**src/core/sas_defs.vh**
```
/*
 * Constants of the sync activity and source status block: register
 * indices, field positions, reset values and timing.
 * Assumes inclusion by bare name from the block's single design file.
 */
`ifndef SAS_DEFS_VH
`define SAS_DEFS_VH

// How it works
// (RULE1) Green-embedded sync activity sets status bit 6 of 0x15, else zero.
// (RULE2) Green-embedded detection may fire on plain video; logic tolerates it.
// (RULE3) Frame sync detect, bit 5 of 0x15, set only by toggling input.
// (RULE4) Digital clock detect, bit 4 of 0x15, follows activity on that clock.
// (RULE5) Analog detect ORs line, green and frame detects; digital is clock.
// (RULE6) No override: digital only gives 1, analog only 0, none seeks.
// (RULE7) Both detected, no override: interface flag equals priority bit.
// (RULE8) Override bit 2 of 0x0F forces interface flag to bit 1.
// (RULE9) Interface flag, bit 3 of 0x15: analog 0, digital 1.
// (RULE10) Line source: line only 0, green only 1, else bit 3 of 0x10.
// (RULE11) Line source override, bit 4 of 0x10, forces bit 3 value.
// (RULE12) Line source flag, bit 7 of 0x16: line pin 0, green 1.
// (RULE13) Line sync polarity in bit 6 of 0x16: low 0, high 1.
// (RULE14) Frame source follows frame detect, or bit 0 when bit 1 set.
// (RULE15) Frame source flag, bit 5 of 0x16: pin 0, separator 1.
// (RULE16) Frame sync output polarity, bit 4 of 0x16: high 0, low 1.
// (RULE17) Coast polarity in bit 3 of 0x16, meaningful for internal coast.
// (RULE18) Coast polarity reads 0 for active low, 1 for active high.
// (RULE19) Line sync detect, bit 7 of 0x15, set only by toggling input.
// (RULE20) Detectors flag toggles per window, clear after quiet window.

// ==========================================================
// Register indices; byte address is four times the index
`define SAS_IDX_IF_CTRL 6'h0f
`define SAS_IDX_SYNC_CTRL 6'h10
`define SAS_IDX_ACT_STAT 6'h15
`define SAS_IDX_SRC_STAT 6'h16
`define SAS_CTRL_RESET 8'h00

// ==========================================================
// Control fields
`define SAS_IF_PRIO_BIT 1
`define SAS_IF_OVR_BIT 2
`define SAS_LSRC_SEL_BIT 3
`define SAS_LSRC_OVR_BIT 4
`define SAS_FSRC_SEL_BIT 0
`define SAS_FSRC_OVR_BIT 1

// ==========================================================
// Activity status fields (0x15)
`define SAS_LINE_DET_BIT 7
`define SAS_GREEN_DET_BIT 6
`define SAS_FRAME_DET_BIT 5
`define SAS_DCLK_DET_BIT 4
`define SAS_AI_BIT 3

// ==========================================================
// Source and polarity status fields (0x16)
`define SAS_LSRC_BIT 7
`define SAS_LPOL_BIT 6
`define SAS_FSRC_BIT 5
`define SAS_FPOL_BIT 4
`define SAS_CPOL_BIT 3

// ==========================================================
// Input channel numbering
`define SAS_CH_LINE 0
`define SAS_CH_GREEN 1
`define SAS_CH_FRAME 2
`define SAS_CH_DCLK 3
`define SAS_CH_SEP 4
`define SAS_CH_COAST 5
`define SAS_NCH 6
`define SAS_NDET 4
`define SAS_NPOL 3

// ==========================================================
// Timing
`define SAS_CLK_MHZ 10
`define SAS_WINDOW_US 40000
`define SAS_CNT_W 20
`define SAS_ARM_W 2
`define SAS_ARM_LAST 2'h3

`endif

```
**src/core/sas_status.v**
```verilog
/*
 * Sync activity detection, interface and sync source selection and
 * polarity reporting, with a classic Wishbone register slave.
 * Assumes sync, coast and digital clock inputs are asynchronous pins;
 * the digital clock must toggle slowly enough to be seen at 10 MHz
 * (feed a divided copy of the fast link clock).
 * Assumes every sync period is shorter than the observation window,
 * and that the bus master holds each request until it sees ack.
 * Edges are ignored until the synchronisers have filled after reset.
 */
// Register access over Wishbone was chosen for this implementation.
`timescale 1ns/1ns
`include "sas_defs.vh"

module sas_status #(
    parameter WINDOW_CYCLES = `SAS_WINDOW_US * `SAS_CLK_MHZ
)
(
    input wire clk_i,
    input wire rst_i,
    input wire wb_cyc_i,
    input wire wb_stb_i,
    input wire wb_we_i,
    input wire [7:0] wb_adr_i,
    input wire [3:0] wb_sel_i,
    input wire [31:0] wb_dat_i,
    output reg [31:0] wb_dat_o,
    output reg wb_ack_o,
    input wire line_sync_i,
    input wire green_embedded_sync_i,
    input wire frame_sync_i,
    input wire dclk_i,
    input wire sep_frame_sync_i,
    input wire coast_i,
    output reg active_interface_flag_o,
    output reg selected_line_sync_source_o,
    output reg selected_frame_sync_source_o,
    output reg soft_power_down_o
);

    localparam [31:0] WIN_LAST_W = WINDOW_CYCLES - 1;
    localparam [31:0] WIN_HALF_W = WINDOW_CYCLES / 2;
    localparam [`SAS_CNT_W-1:0] WIN_LAST = WIN_LAST_W[`SAS_CNT_W-1:0];
    localparam [`SAS_CNT_W-1:0] WIN_HALF = WIN_HALF_W[`SAS_CNT_W-1:0];

    // ==========================================================
    // Helpers
    function reg_hit;
        input [7:0] adr;
        input [5:0] idx;
        begin
            reg_hit = (adr[7:2] == idx) && (adr[1:0] == 2'b00);
        end
    endfunction

    function pick;
        input ovr;
        input user;
        input auto;
        begin
            pick = ovr ? user : auto;
        end
    endfunction

    // ==========================================================
    // Priming: the edge flop holds a real sample only once the
    // chain has filled, so a pin idling high gives no false edge
    reg [`SAS_ARM_W-1:0] arm_q;
    wire armed;

    assign armed = (arm_q == `SAS_ARM_LAST);

    always @(posedge clk_i)
    begin
        if (rst_i)
            arm_q <= {`SAS_ARM_W{1'b0}};
        else if (!armed)
            arm_q <= arm_q + 1'b1;
    end

    // ==========================================================
    // Input synchronisers and edge detection
    wire [`SAS_NCH-1:0] pin_raw;
    wire [`SAS_NCH-1:0] pin_s;
    wire [`SAS_NCH-1:0] pin_edge;

    assign pin_raw[`SAS_CH_LINE] = line_sync_i;
    assign pin_raw[`SAS_CH_GREEN] = green_embedded_sync_i;
    assign pin_raw[`SAS_CH_FRAME] = frame_sync_i;
    assign pin_raw[`SAS_CH_DCLK] = dclk_i;
    assign pin_raw[`SAS_CH_SEP] = sep_frame_sync_i;
    assign pin_raw[`SAS_CH_COAST] = coast_i;

    genvar g;
    generate
        for (g = 0; g < `SAS_NCH; g = g + 1)
        begin : g_sync
            reg meta_q;
            reg sync_q;
            reg last_q;
            always @(posedge clk_i)
            begin
                if (rst_i)
                begin
                    meta_q <= 1'b0;
                    sync_q <= 1'b0;
                    last_q <= 1'b0;
                end
                else
                begin
                    meta_q <= pin_raw[g];
                    sync_q <= meta_q;
                    last_q <= sync_q;
                end
            end
            assign pin_s[g] = sync_q;
            assign pin_edge[g] = (sync_q ^ last_q) & armed;
        end
    endgenerate

    // ==========================================================
    // Observation window
    reg [`SAS_CNT_W-1:0] win_q;
    wire win_end;

    assign win_end = (win_q == WIN_LAST);

    always @(posedge clk_i)
    begin
        if (rst_i)
            win_q <= {`SAS_CNT_W{1'b0}};
        else if (win_end)
            win_q <= {`SAS_CNT_W{1'b0}};
        else
            win_q <= win_q + 1'b1;
    end

    // ==========================================================
    // Activity detectors: a held level never sets the flag
    wire [`SAS_NDET-1:0] det;

    generate
        for (g = 0; g < `SAS_NDET; g = g + 1)
        begin : g_act
            reg seen_q;
            reg det_q;
            always @(posedge clk_i)
            begin
                if (rst_i)
                begin
                    seen_q <= 1'b0;
                    det_q <= 1'b0;
                end
                else if (win_end)
                begin
                    det_q <= seen_q | pin_edge[g]; // RULE20
                    seen_q <= 1'b0;
                end
                else if (pin_edge[g])
                    seen_q <= 1'b1;
            end
            assign det[g] = det_q;
        end
    endgenerate

    wire line_det;
    wire green_det;
    wire frame_det;
    wire dclk_det;

    assign line_det = det[`SAS_CH_LINE]; // RULE19
    assign green_det = det[`SAS_CH_GREEN]; // RULE1
    assign frame_det = det[`SAS_CH_FRAME]; // RULE3
    assign dclk_det = det[`SAS_CH_DCLK]; // RULE4

    // ==========================================================
    // Control registers
    reg [7:0] if_ctrl_q;
    reg [7:0] sync_ctrl_q;
    wire wr_ok;

    assign wr_ok = wb_cyc_i & wb_stb_i & wb_we_i & wb_ack_o & wb_sel_i[0];

    always @(posedge clk_i)
    begin
        if (rst_i)
        begin
            if_ctrl_q <= `SAS_CTRL_RESET;
            sync_ctrl_q <= `SAS_CTRL_RESET;
        end
        else if (wr_ok)
        begin
            if (reg_hit(wb_adr_i, `SAS_IDX_IF_CTRL))
                if_ctrl_q <= wb_dat_i[7:0];
            if (reg_hit(wb_adr_i, `SAS_IDX_SYNC_CTRL))
                sync_ctrl_q <= wb_dat_i[7:0];
        end
    end

    wire if_prio;
    wire if_ovr;
    wire lsrc_sel;
    wire lsrc_ovr;
    wire fsrc_sel;
    wire fsrc_ovr;

    assign if_prio = if_ctrl_q[`SAS_IF_PRIO_BIT];
    assign if_ovr = if_ctrl_q[`SAS_IF_OVR_BIT];
    assign lsrc_sel = sync_ctrl_q[`SAS_LSRC_SEL_BIT];
    assign lsrc_ovr = sync_ctrl_q[`SAS_LSRC_OVR_BIT];
    assign fsrc_sel = sync_ctrl_q[`SAS_FSRC_SEL_BIT];
    assign fsrc_ovr = sync_ctrl_q[`SAS_FSRC_OVR_BIT];

    // ==========================================================
    // Interface and source selection
    wire analog_det;
    reg ai_auto;
    reg lsrc_auto;

    // Green detection may be video; it widens analog detection and picks the line source only while line is quiet
    assign analog_det = line_det | green_det | frame_det; // RULE5 RULE2

    always @*
    begin
        case ({analog_det, dclk_det})
            2'b01: ai_auto = 1'b1; // RULE6
            2'b10: ai_auto = 1'b0; // RULE6
            2'b11: ai_auto = if_prio; // RULE7
            default: ai_auto = active_interface_flag_o;
        endcase
    end

    always @*
    begin
        case ({line_det, green_det})
            2'b10: lsrc_auto = 1'b0; // RULE10
            2'b01: lsrc_auto = 1'b1; // RULE10
            default: lsrc_auto = lsrc_sel; // RULE10
        endcase
    end

    always @(posedge clk_i)
    begin
        if (rst_i)
        begin
            active_interface_flag_o <= 1'b0;
            selected_line_sync_source_o <= 1'b0;
            selected_frame_sync_source_o <= 1'b0;
            soft_power_down_o <= 1'b0;
        end
        else
        begin
            active_interface_flag_o <= pick(if_ovr, if_prio, ai_auto); // RULE8
            selected_line_sync_source_o <= pick(lsrc_ovr, lsrc_sel,
                lsrc_auto); // RULE11
            selected_frame_sync_source_o <= pick(fsrc_ovr, fsrc_sel,
                frame_det); // RULE14
            soft_power_down_o <= ~if_ovr & ~analog_det & ~dclk_det; // RULE6
        end
    end

    // ==========================================================
    // Polarity detectors: the level held for the shorter time is
    // taken as the pulse, so active high means mostly low
    wire [2:0] pol_src;
    wire [2:0] pol_hi;

    assign pol_src[0] = pin_s[`SAS_CH_LINE];
    assign pol_src[1] = selected_frame_sync_source_o ?
        pin_s[`SAS_CH_SEP] : pin_s[`SAS_CH_FRAME];
    assign pol_src[2] = pin_s[`SAS_CH_COAST];

    generate
        for (g = 0; g < `SAS_NPOL; g = g + 1)
        begin : g_pol
            reg [`SAS_CNT_W-1:0] high_q;
            reg pol_q;
            always @(posedge clk_i)
            begin
                if (rst_i)
                begin
                    high_q <= {`SAS_CNT_W{1'b0}};
                    pol_q <= 1'b0;
                end
                else if (win_end)
                begin
                    pol_q <= (high_q < WIN_HALF);
                    high_q <= {`SAS_CNT_W{1'b0}};
                end
                else if (pol_src[g])
                    high_q <= high_q + 1'b1;
            end
            assign pol_hi[g] = pol_q;
        end
    endgenerate

    // ==========================================================
    // Status words
    reg [7:0] act_stat;
    reg [7:0] src_stat;

    always @*
    begin
        act_stat = 8'h00;
        act_stat[`SAS_LINE_DET_BIT] = line_det; // RULE19
        act_stat[`SAS_GREEN_DET_BIT] = green_det; // RULE1
        act_stat[`SAS_FRAME_DET_BIT] = frame_det; // RULE3
        act_stat[`SAS_DCLK_DET_BIT] = dclk_det; // RULE4
        act_stat[`SAS_AI_BIT] = active_interface_flag_o; // RULE9
        src_stat = 8'h00;
        src_stat[`SAS_LSRC_BIT] = selected_line_sync_source_o; // RULE12
        src_stat[`SAS_LPOL_BIT] = pol_hi[0]; // RULE13
        src_stat[`SAS_FSRC_BIT] = selected_frame_sync_source_o; // RULE15
        src_stat[`SAS_FPOL_BIT] = ~pol_hi[1]; // RULE16
        // Only meaningful while the internal coast drives the pin
        src_stat[`SAS_CPOL_BIT] = pol_hi[2]; // RULE17 RULE18
    end

    // ==========================================================
    // Wishbone slave: ack one cycle after request, data with ack
    reg [7:0] rd_byte;
    wire wb_req;

    // A request counts once: ack low marks it as not yet answered
    assign wb_req = wb_cyc_i & wb_stb_i & ~wb_ack_o;

    always @*
    begin
        rd_byte = 8'h00;
        if (reg_hit(wb_adr_i, `SAS_IDX_IF_CTRL))
            rd_byte = if_ctrl_q;
        else if (reg_hit(wb_adr_i, `SAS_IDX_SYNC_CTRL))
            rd_byte = sync_ctrl_q;
        else if (reg_hit(wb_adr_i, `SAS_IDX_ACT_STAT))
            rd_byte = act_stat;
        else if (reg_hit(wb_adr_i, `SAS_IDX_SRC_STAT))
            rd_byte = src_stat;
    end

    always @(posedge clk_i)
    begin
        if (rst_i)
        begin
            wb_ack_o <= 1'b0;
            wb_dat_o <= 32'h00000000;
        end
        else
        begin
            wb_ack_o <= wb_req;
            if (wb_req)
                wb_dat_o <= {24'h000000, rd_byte};
        end
    end

endmodule

```
**config.mk**
```make
export PLATFORM = sky130hd
export DESIGN_NAME = sas_status
export DESIGN_NICKNAME = d
export VERILOG_FILES = /design/src/core/sas_status.v
export VERILOG_INCLUDE_DIRS = /design/src /design/src/core
export SDC_FILE = /design/constraint.sdc
export NUM_CORES = 1
export LEC_CHECK = 0
export ABC_AREA = 0
export BUFFER_PORTS_ARGS = -buffer_cell sky130_fd_sc_hd__buf_2
export CAP_MARGIN = 20
export CORE_MARGIN = 8
export CORE_UTILIZATION = 44
export DETAILED_ROUTE_END_ITERATION = 7
export GPL_ROUTABILITY_DRIVEN = 0
export PLACE_DENSITY = 0.72
export SETUP_SLACK_MARGIN = 0.05
export SYNTH_ARGS = -nofsm -noshare
export SYNTH_HDL_FRONTEND = slang
export SYNTH_SLANG_ARGS = --single-unit
export TNS_END_PERCENT = 5
```
**constraint.sdc**
```tcl
create_clock -name clk_i -period 1.9 [get_ports clk_i]
set_clock_uncertainty 0.2 [all_clocks]
set_input_delay 0.19 -clock clk_i [delete_from_list [all_inputs] [get_ports clk_i]]
set_output_delay 0.19 -clock clk_i [all_outputs]
set_load 0.05 [all_outputs]
```
==> results of run 1 <==
[synthesized netlist by cell type]
library cell   count
dfxtp_1          138
nor2_1           138
xor2_1            42
xnor2_1           38
nand2_1           34
buf_4             24
nand3_1           24
nand4_1           24
nor3_1            24
a21oi_1           22
mux2i_1           19
nor2b_1           18
inv_1             16
clkbuf_1          13
nor4_1            13
o21ai_0           10
buf_2              8
ha_1               7
and4_1             6
and2_1             5
o221ai_1           5
or2_2              5
a211oi_1           4
and3_1             4
a221oi_1           3
or3_1              3
clkbuf_8           2
nor3b_1            2
nor4_2             2
o211ai_1           2
or4_1              2
a311oi_1           1
and3b_1            1
buf_6              1
conb_1             1
dlygate4sd1_1      1
mux2_2             1
nand2b_1           1
nor2_2             1
nor3_4             1
nor4b_1            1
o21ai_1            1
o221a_2            1
o31ai_1            1
or2b_1             1
[layer usage]
metal / vias to the layer above / wire (um) / share of wire [%] / track usage [%]
li1: 2421 / - / - / -
met1: 2158 / 5371 / 44 / 16.51
met2: 86 / 6025 / 49 / 23.48
met3: 6 / 732 / 6.0 / 5.183
met4: 0 / 65 / 0.53 / 4.164
met5: - / 0 / 0 / 0
[through the flow]
step	setup TNS (ns)	setup slack (ns)
6_report	0	0.08880
5_1_grt	-1.375	-0.05385
4_1_cts	0	0.003778
3_5_place_dp	-1.996	-0.2176
3_3_place_gp	-1.490	-0.1416
2_1_floorplan	-5.158	-0.08233
[registers in the layout, summed over array words and instances (netlist names), 2 cells and up]
name           count
g_pol.high_q      60
win_q             20
if_ctrl_q          8
sync_ctrl_q        8
wb_dat_o           8
g_sync.meta_q      6
g_sync.sync_q      6
g_act.seen_q       4
g_sync.last_q      4
g_pol.pol_q        3
arm_q              2
g_act.det_q        2
[power by group]
part           leakage (nW)  internal [W]  total [W]  switching, W
Combinational          1.44      0.000140   0.000435      0.000295
Sequential             1.12       0.00294    0.00297     0.0000277
Clock                 0.291       0.00202    0.00323       0.00121
Total                  2.85       0.00511    0.00664       0.00153
[critical path: stages (launching register included)]
cell and delay [ns]:
dfxtp_1 0.34, ha_2 0.22, nand3_4 0.09, nor4_4 0.31
or2_4 0.25, buf_4 0.22, nor2_1 0.07
[final cells by class]
cell class | instances | area [um2]
clock buffer | 20 | 466.7
clock inverter | 12 | 122.6
fill | 1167 | 5762
inverter | 16 | 60.06
multi-input combinational | 491 | 2985
sequential | 138 | 2774
tap | 176 | 220.2
timing repair buffer | 109 | 799.5
[worst paths after layout]
check / start / endpoint / slack, ns / cells after the start
setup / recovery: win_q[1] / win_q[17] / 0.09 / 6
setup reg to reg: win_q[1] / win_q[17] / 0.09 / 6
hold reg to reg: g_sync[3].meta_q / g_sync[3].sync_q / 0.24 / 1
hold / removal: rst_i / g_sync[0].last_q / 0.04 / 3
[logic make-up after synthesis]
group | share of synthesized area [%]
compound gates | 5.183
xor+xnor | 11.80
fa+ha+maj | 1.475
buf+inv | 6.342
flops | 46.52
mux | 3.392
other cells | 0.06315
simple gates | 25.22
[repair_timing]
item / 4_1_cts / 5_1_grt
hold endpoints to repair: 22 / 0
hold buffers: 14 / 0
gates cloned: 0 / 1
gates resized for setup: 2 / 23
setup endpoints to repair: 49 / 91
pin swaps: 0 / 3
==> metrics.txt, run 1 <==
dominant cell type by area after synthesis=dfxtp_1; final hold vios=0; largest net degree at the start of global routing=56; Top-Level Pins=92; period utilization=95.33%; routed via count=4671; Routed Antenna Nets=0; Worst Hold Class=in2reg; vias per inst=4.856; final instance area=7428 um2; Slew Viols, Final=0; DP Cell Count=915; starting DRC count in detailed routing=331; Leak=2.854 nW; total power draw=0.006637 W; Mapped Cells=671; Critical Path End Type=register; Core ar.=13190 um2; drt first pass iters=4; TritonCTS clock tree=built; final core occ=56.32%; die width=132.2 um; Crit Path Max Fanout=14; Die ar.=17470 um2; IO Port Bufs=40; Final setup viols=0; fin nets=835; Clock Tree Root=clkbuf_16; post-DR wirelength/cell=12.68 um; largest cells by area after synthesis=dfxtp_1 (47%), nor2_1 (8.7%), xor2_1 (6.2%); initial antenna violation count=0; Arr. time, crit path=1.92 ns; height of the die=132.2 um; Routed WL=12190 um; H-Tree Level Count=4; Seq cells post-synth=138; max-capacitance violation count=0; critical path required time=2.01 ns; most frequent cells in the layout=nor2_1 (137), dfxtp_1 (131), buf_4 (51); Mapped Area=5938 um2; Yosys cell types=45; Detailed Place HPWL=8141 um; Diodes inserted=0; status=finished clean; GR Overflow Total=0; post-CTS setup repair buffer count=0; Layout Cells excl Fill=962; post-layout min period=1.811 ns; CTS clk-pin slew, worst paths=0.06 ns; Yosys top cell area share=46.52%; critical path launch point type=register; most common cell after layout, fill and taps aside=nor2_1; Max clock buf depth=2; CTS sink cnt=138; Slew HR=62.81%; number of global-route vias before repair=4544; FP Rows=42; final hold slack=0.04490 ns; Total GRT Usage=14.07%; power density cells=893.4 nW/um2; syn_area_per_cell=8.850 um2; measured slew at the worst slew-check pin=0.5558 ns; first-pass GRT wire length=20610 um; Max rail drop VDD=647.9 uV; drt drc=0; sequential area share after synthesis=46.52%; Initial Util=45.02%; clk_lat worst skew=0.42 ns; Post-DP Area=6573 um2; unrepaired setup endpoints after global routing=yes; share of cells above drive strength 1=20.23%; critical path type=reg2reg; fmax=0.5521 GHz; total CTS buffers=17; synth warn=0; Area Overhead vs Synth=25.09%
Note: power is estimated with default switching activity, not from simulation.
==> run 2: changes to the inputs <==
GPL_TIMING_DRIVEN = 0   (was default)
MAX_ROUTING_LAYER = met4   (was default)
SETUP_SLACK_MARGIN = default   (was 0.05)
==> metrics.txt, run 2 (synthesis results as in run 1) <==
final instance area=7711 um2 (+3.8%); Top-Level Pins=92 (unchanged); post-layout min period=1.928 ns (+0.1171 ns); Initial Util=45.02% (unchanged); Slew Viols, Final=0 (unchanged); routed via count=4796 (+2.7%); period utilization=101.5% (+6.2 points); Max rail drop VDD=755.7 uV (+17%); share of cells above drive strength 1=22.08% (+1.9 points); biggest regs=g_pol.high_q: 60 flops, win_q: 20 flops; Die ar.=17470 um2 (unchanged); most common cell after layout, fill and taps aside=nor2_1; post-DR wirelength/cell=13.58 um (+7.1%); max reg flops=60 (unchanged); Slew HR=59.51% (-3.3 points); die width=132.2 um (unchanged); unrepaired setup endpoints after global routing=yes; Biggest register=g_pol.high_q; Core ar.=13190 um2 (unchanged); Buffers & Inverters on Critical Path=0 (-1); drt first pass iters=6 (+2); measured slew at the worst slew-check pin=0.6053 ns (+0.04954 ns); Critical Path End Type=register; final hold vios=0 (unchanged); number of global-route vias before repair=4505 (-0.86%); Routed Antenna Nets=0 (unchanged); dpl ws=-0.6006 ns (-0.3830 ns); FP Rows=42 (unchanged); Max clock buf depth=2 (unchanged); total CTS buffers=17 (unchanged); Post-DP Area=6459 um2 (-1.7%); first-pass GRT wire length=21780 um (+5.7%); IO Port Bufs=40 (unchanged); Diodes inserted=0 (unchanged); CTS clk-pin slew, worst paths=0.06 ns (about the same); critical path type=reg2reg; fill count=1119 (-4.1%); CTS sink cnt=138 (unchanged); initial antenna violation count=0 (unchanged); Final setup viols=9 (+9); footprint of the multi-input gates=3118 um2 (+4.4%); TritonCTS clock tree=built; fmax=0.5186 GHz (-6.1%); critical path required time=2.00 ns (about the same); H-Tree Level Count=4 (unchanged); CP delay by family, top=simple AND/OR/NAND/NOR gates; GR Overflow Total=0 (unchanged); max-capacitance violation count=0 (unchanged); largest net degree at the start of global routing=17 (-70%); Total GRT Usage=15.45% (+1.4 points); Worst Hold Class=in2reg; status=finished, violations left; starting DRC count in detailed routing=423 (+28%); Crit Path Max Fanout=7 (-7); Arr. time, crit path=2.03 ns (+0.11 ns); critical path launch point type=register; CP cell instances=mux2_2 > nand4_1 > nor4_2 > xnor2_1 > nor2_1; worst setup margin=-0.02829 ns (-0.1171 ns); Area Overhead vs Synth=29.86%; Largest stage delay, worst path=0.39 ns (+0.05 ns); Detailed Place HPWL=8561 um (+5.2%); final core occ=58.46% (+2.1 points); Leak=2.972 nW (+4.1%); critical path's slowest cell=nor4_2; failing checks=setup timing; drt drc=0 (unchanged); Routed WL=13210 um (+8.3%); clk_lat worst skew=0.41 ns (about the same); fin nets=846 (+1.3%); height of the die=132.2 um (unchanged); vias per inst=4.929 (+1.5%); most frequent cells in the layout=nor2_1 (135), dfxtp_1 (128), xor2_1 (42); Clock Tree Root=clkbuf_16; power density cells=898.0 nW/um2 (+0.51%); register area=2785 um2 (+0.41%)
==> run 2: cell types whose count changed in the layout (fill, tap and decap cells not counted), sizes merged, moves of 3 or more <==
cell and delta:
buf -5, dlygate4sd3 +3, clkbuf +14, clkinv -5
==> run 2: layout make-up <==
class                           instances  share of cell area, %
Clock inverter                         10                  1.785
Clock buffer                           22                  6.409
Tap cell                              176                  2.856
Buffer                                 49                  5.371
Sequential cell                       138                  36.12
Inverter                               16                 0.7788
Timing Repair Buffer                   71                  6.247
Multi-Input combinational cell        491                  40.43
==> run 2: final timing paths <==
| kind | slack [ns] | endpoint | start | depth (start not counted) |
|---|---|---|---|---|
| setup / recovery | -0.03 | g_pol[1].high_q[18] | selected_frame_sync_source_o | 5 |
| hold / removal | 0.12 | wb_dat_o[2] | wb_adr_i[3] | 4 |
| setup reg to reg | -0.03 | g_pol[1].high_q[18] | selected_frame_sync_source_o | 5 |
| hold reg to reg | 0.23 | g_sync[0].sync_q | g_sync[0].meta_q | 1 |
==> run 2: metal layers <==
metal,global-route usage (%),up-vias,part of all wire (%)
li1,-,2455,-
met2,24.64,80,48
met4,5.741,0,1.6
met1,18.35,2242,46
met3,4.154,19,3.9
met5,-,-,0
==> run 2: where the power goes <==
part           switching (W)  total [W]  internal (W)
Clock                0.00122    0.00346       0.00224
Sequential         0.0000317    0.00297       0.00294
Combinational       0.000311   0.000490      0.000180
==> run 2: stage by stage <==
step	instances	power (W)	setup TNS [ns]	hold WS [ns]
global placement	910	0.003461	-51.43	0.2025
global route	973	0.007173	-1.473	0.1742
CTS	966	0.006949	-0.4674	0.1407
detailed placement	910	0.003468	-56.29	0.2096
floorplan	694	0.003367	-5.158	0.1182
finish	973	0.006925	-0.08905	0.1245
==> run 2: repair_timing <==
item	CTS	global route
pin swaps	11	14
resized for setup	43	43
hold buffers	17	0
endpoints found under the setup margin	103	109
hold endpoints to repair	24	0
gates cloned	1	0
setup buffers	6	7
==> run 2: worst reg2reg max path, cell delays in order, from the launching register on <==
cell and delay [ns]:
dfxtp_2 0.34, mux2_2 0.31, nand4_1 0.35, nor4_2 0.39, xnor2_1 0.16, nor2_1 0.08
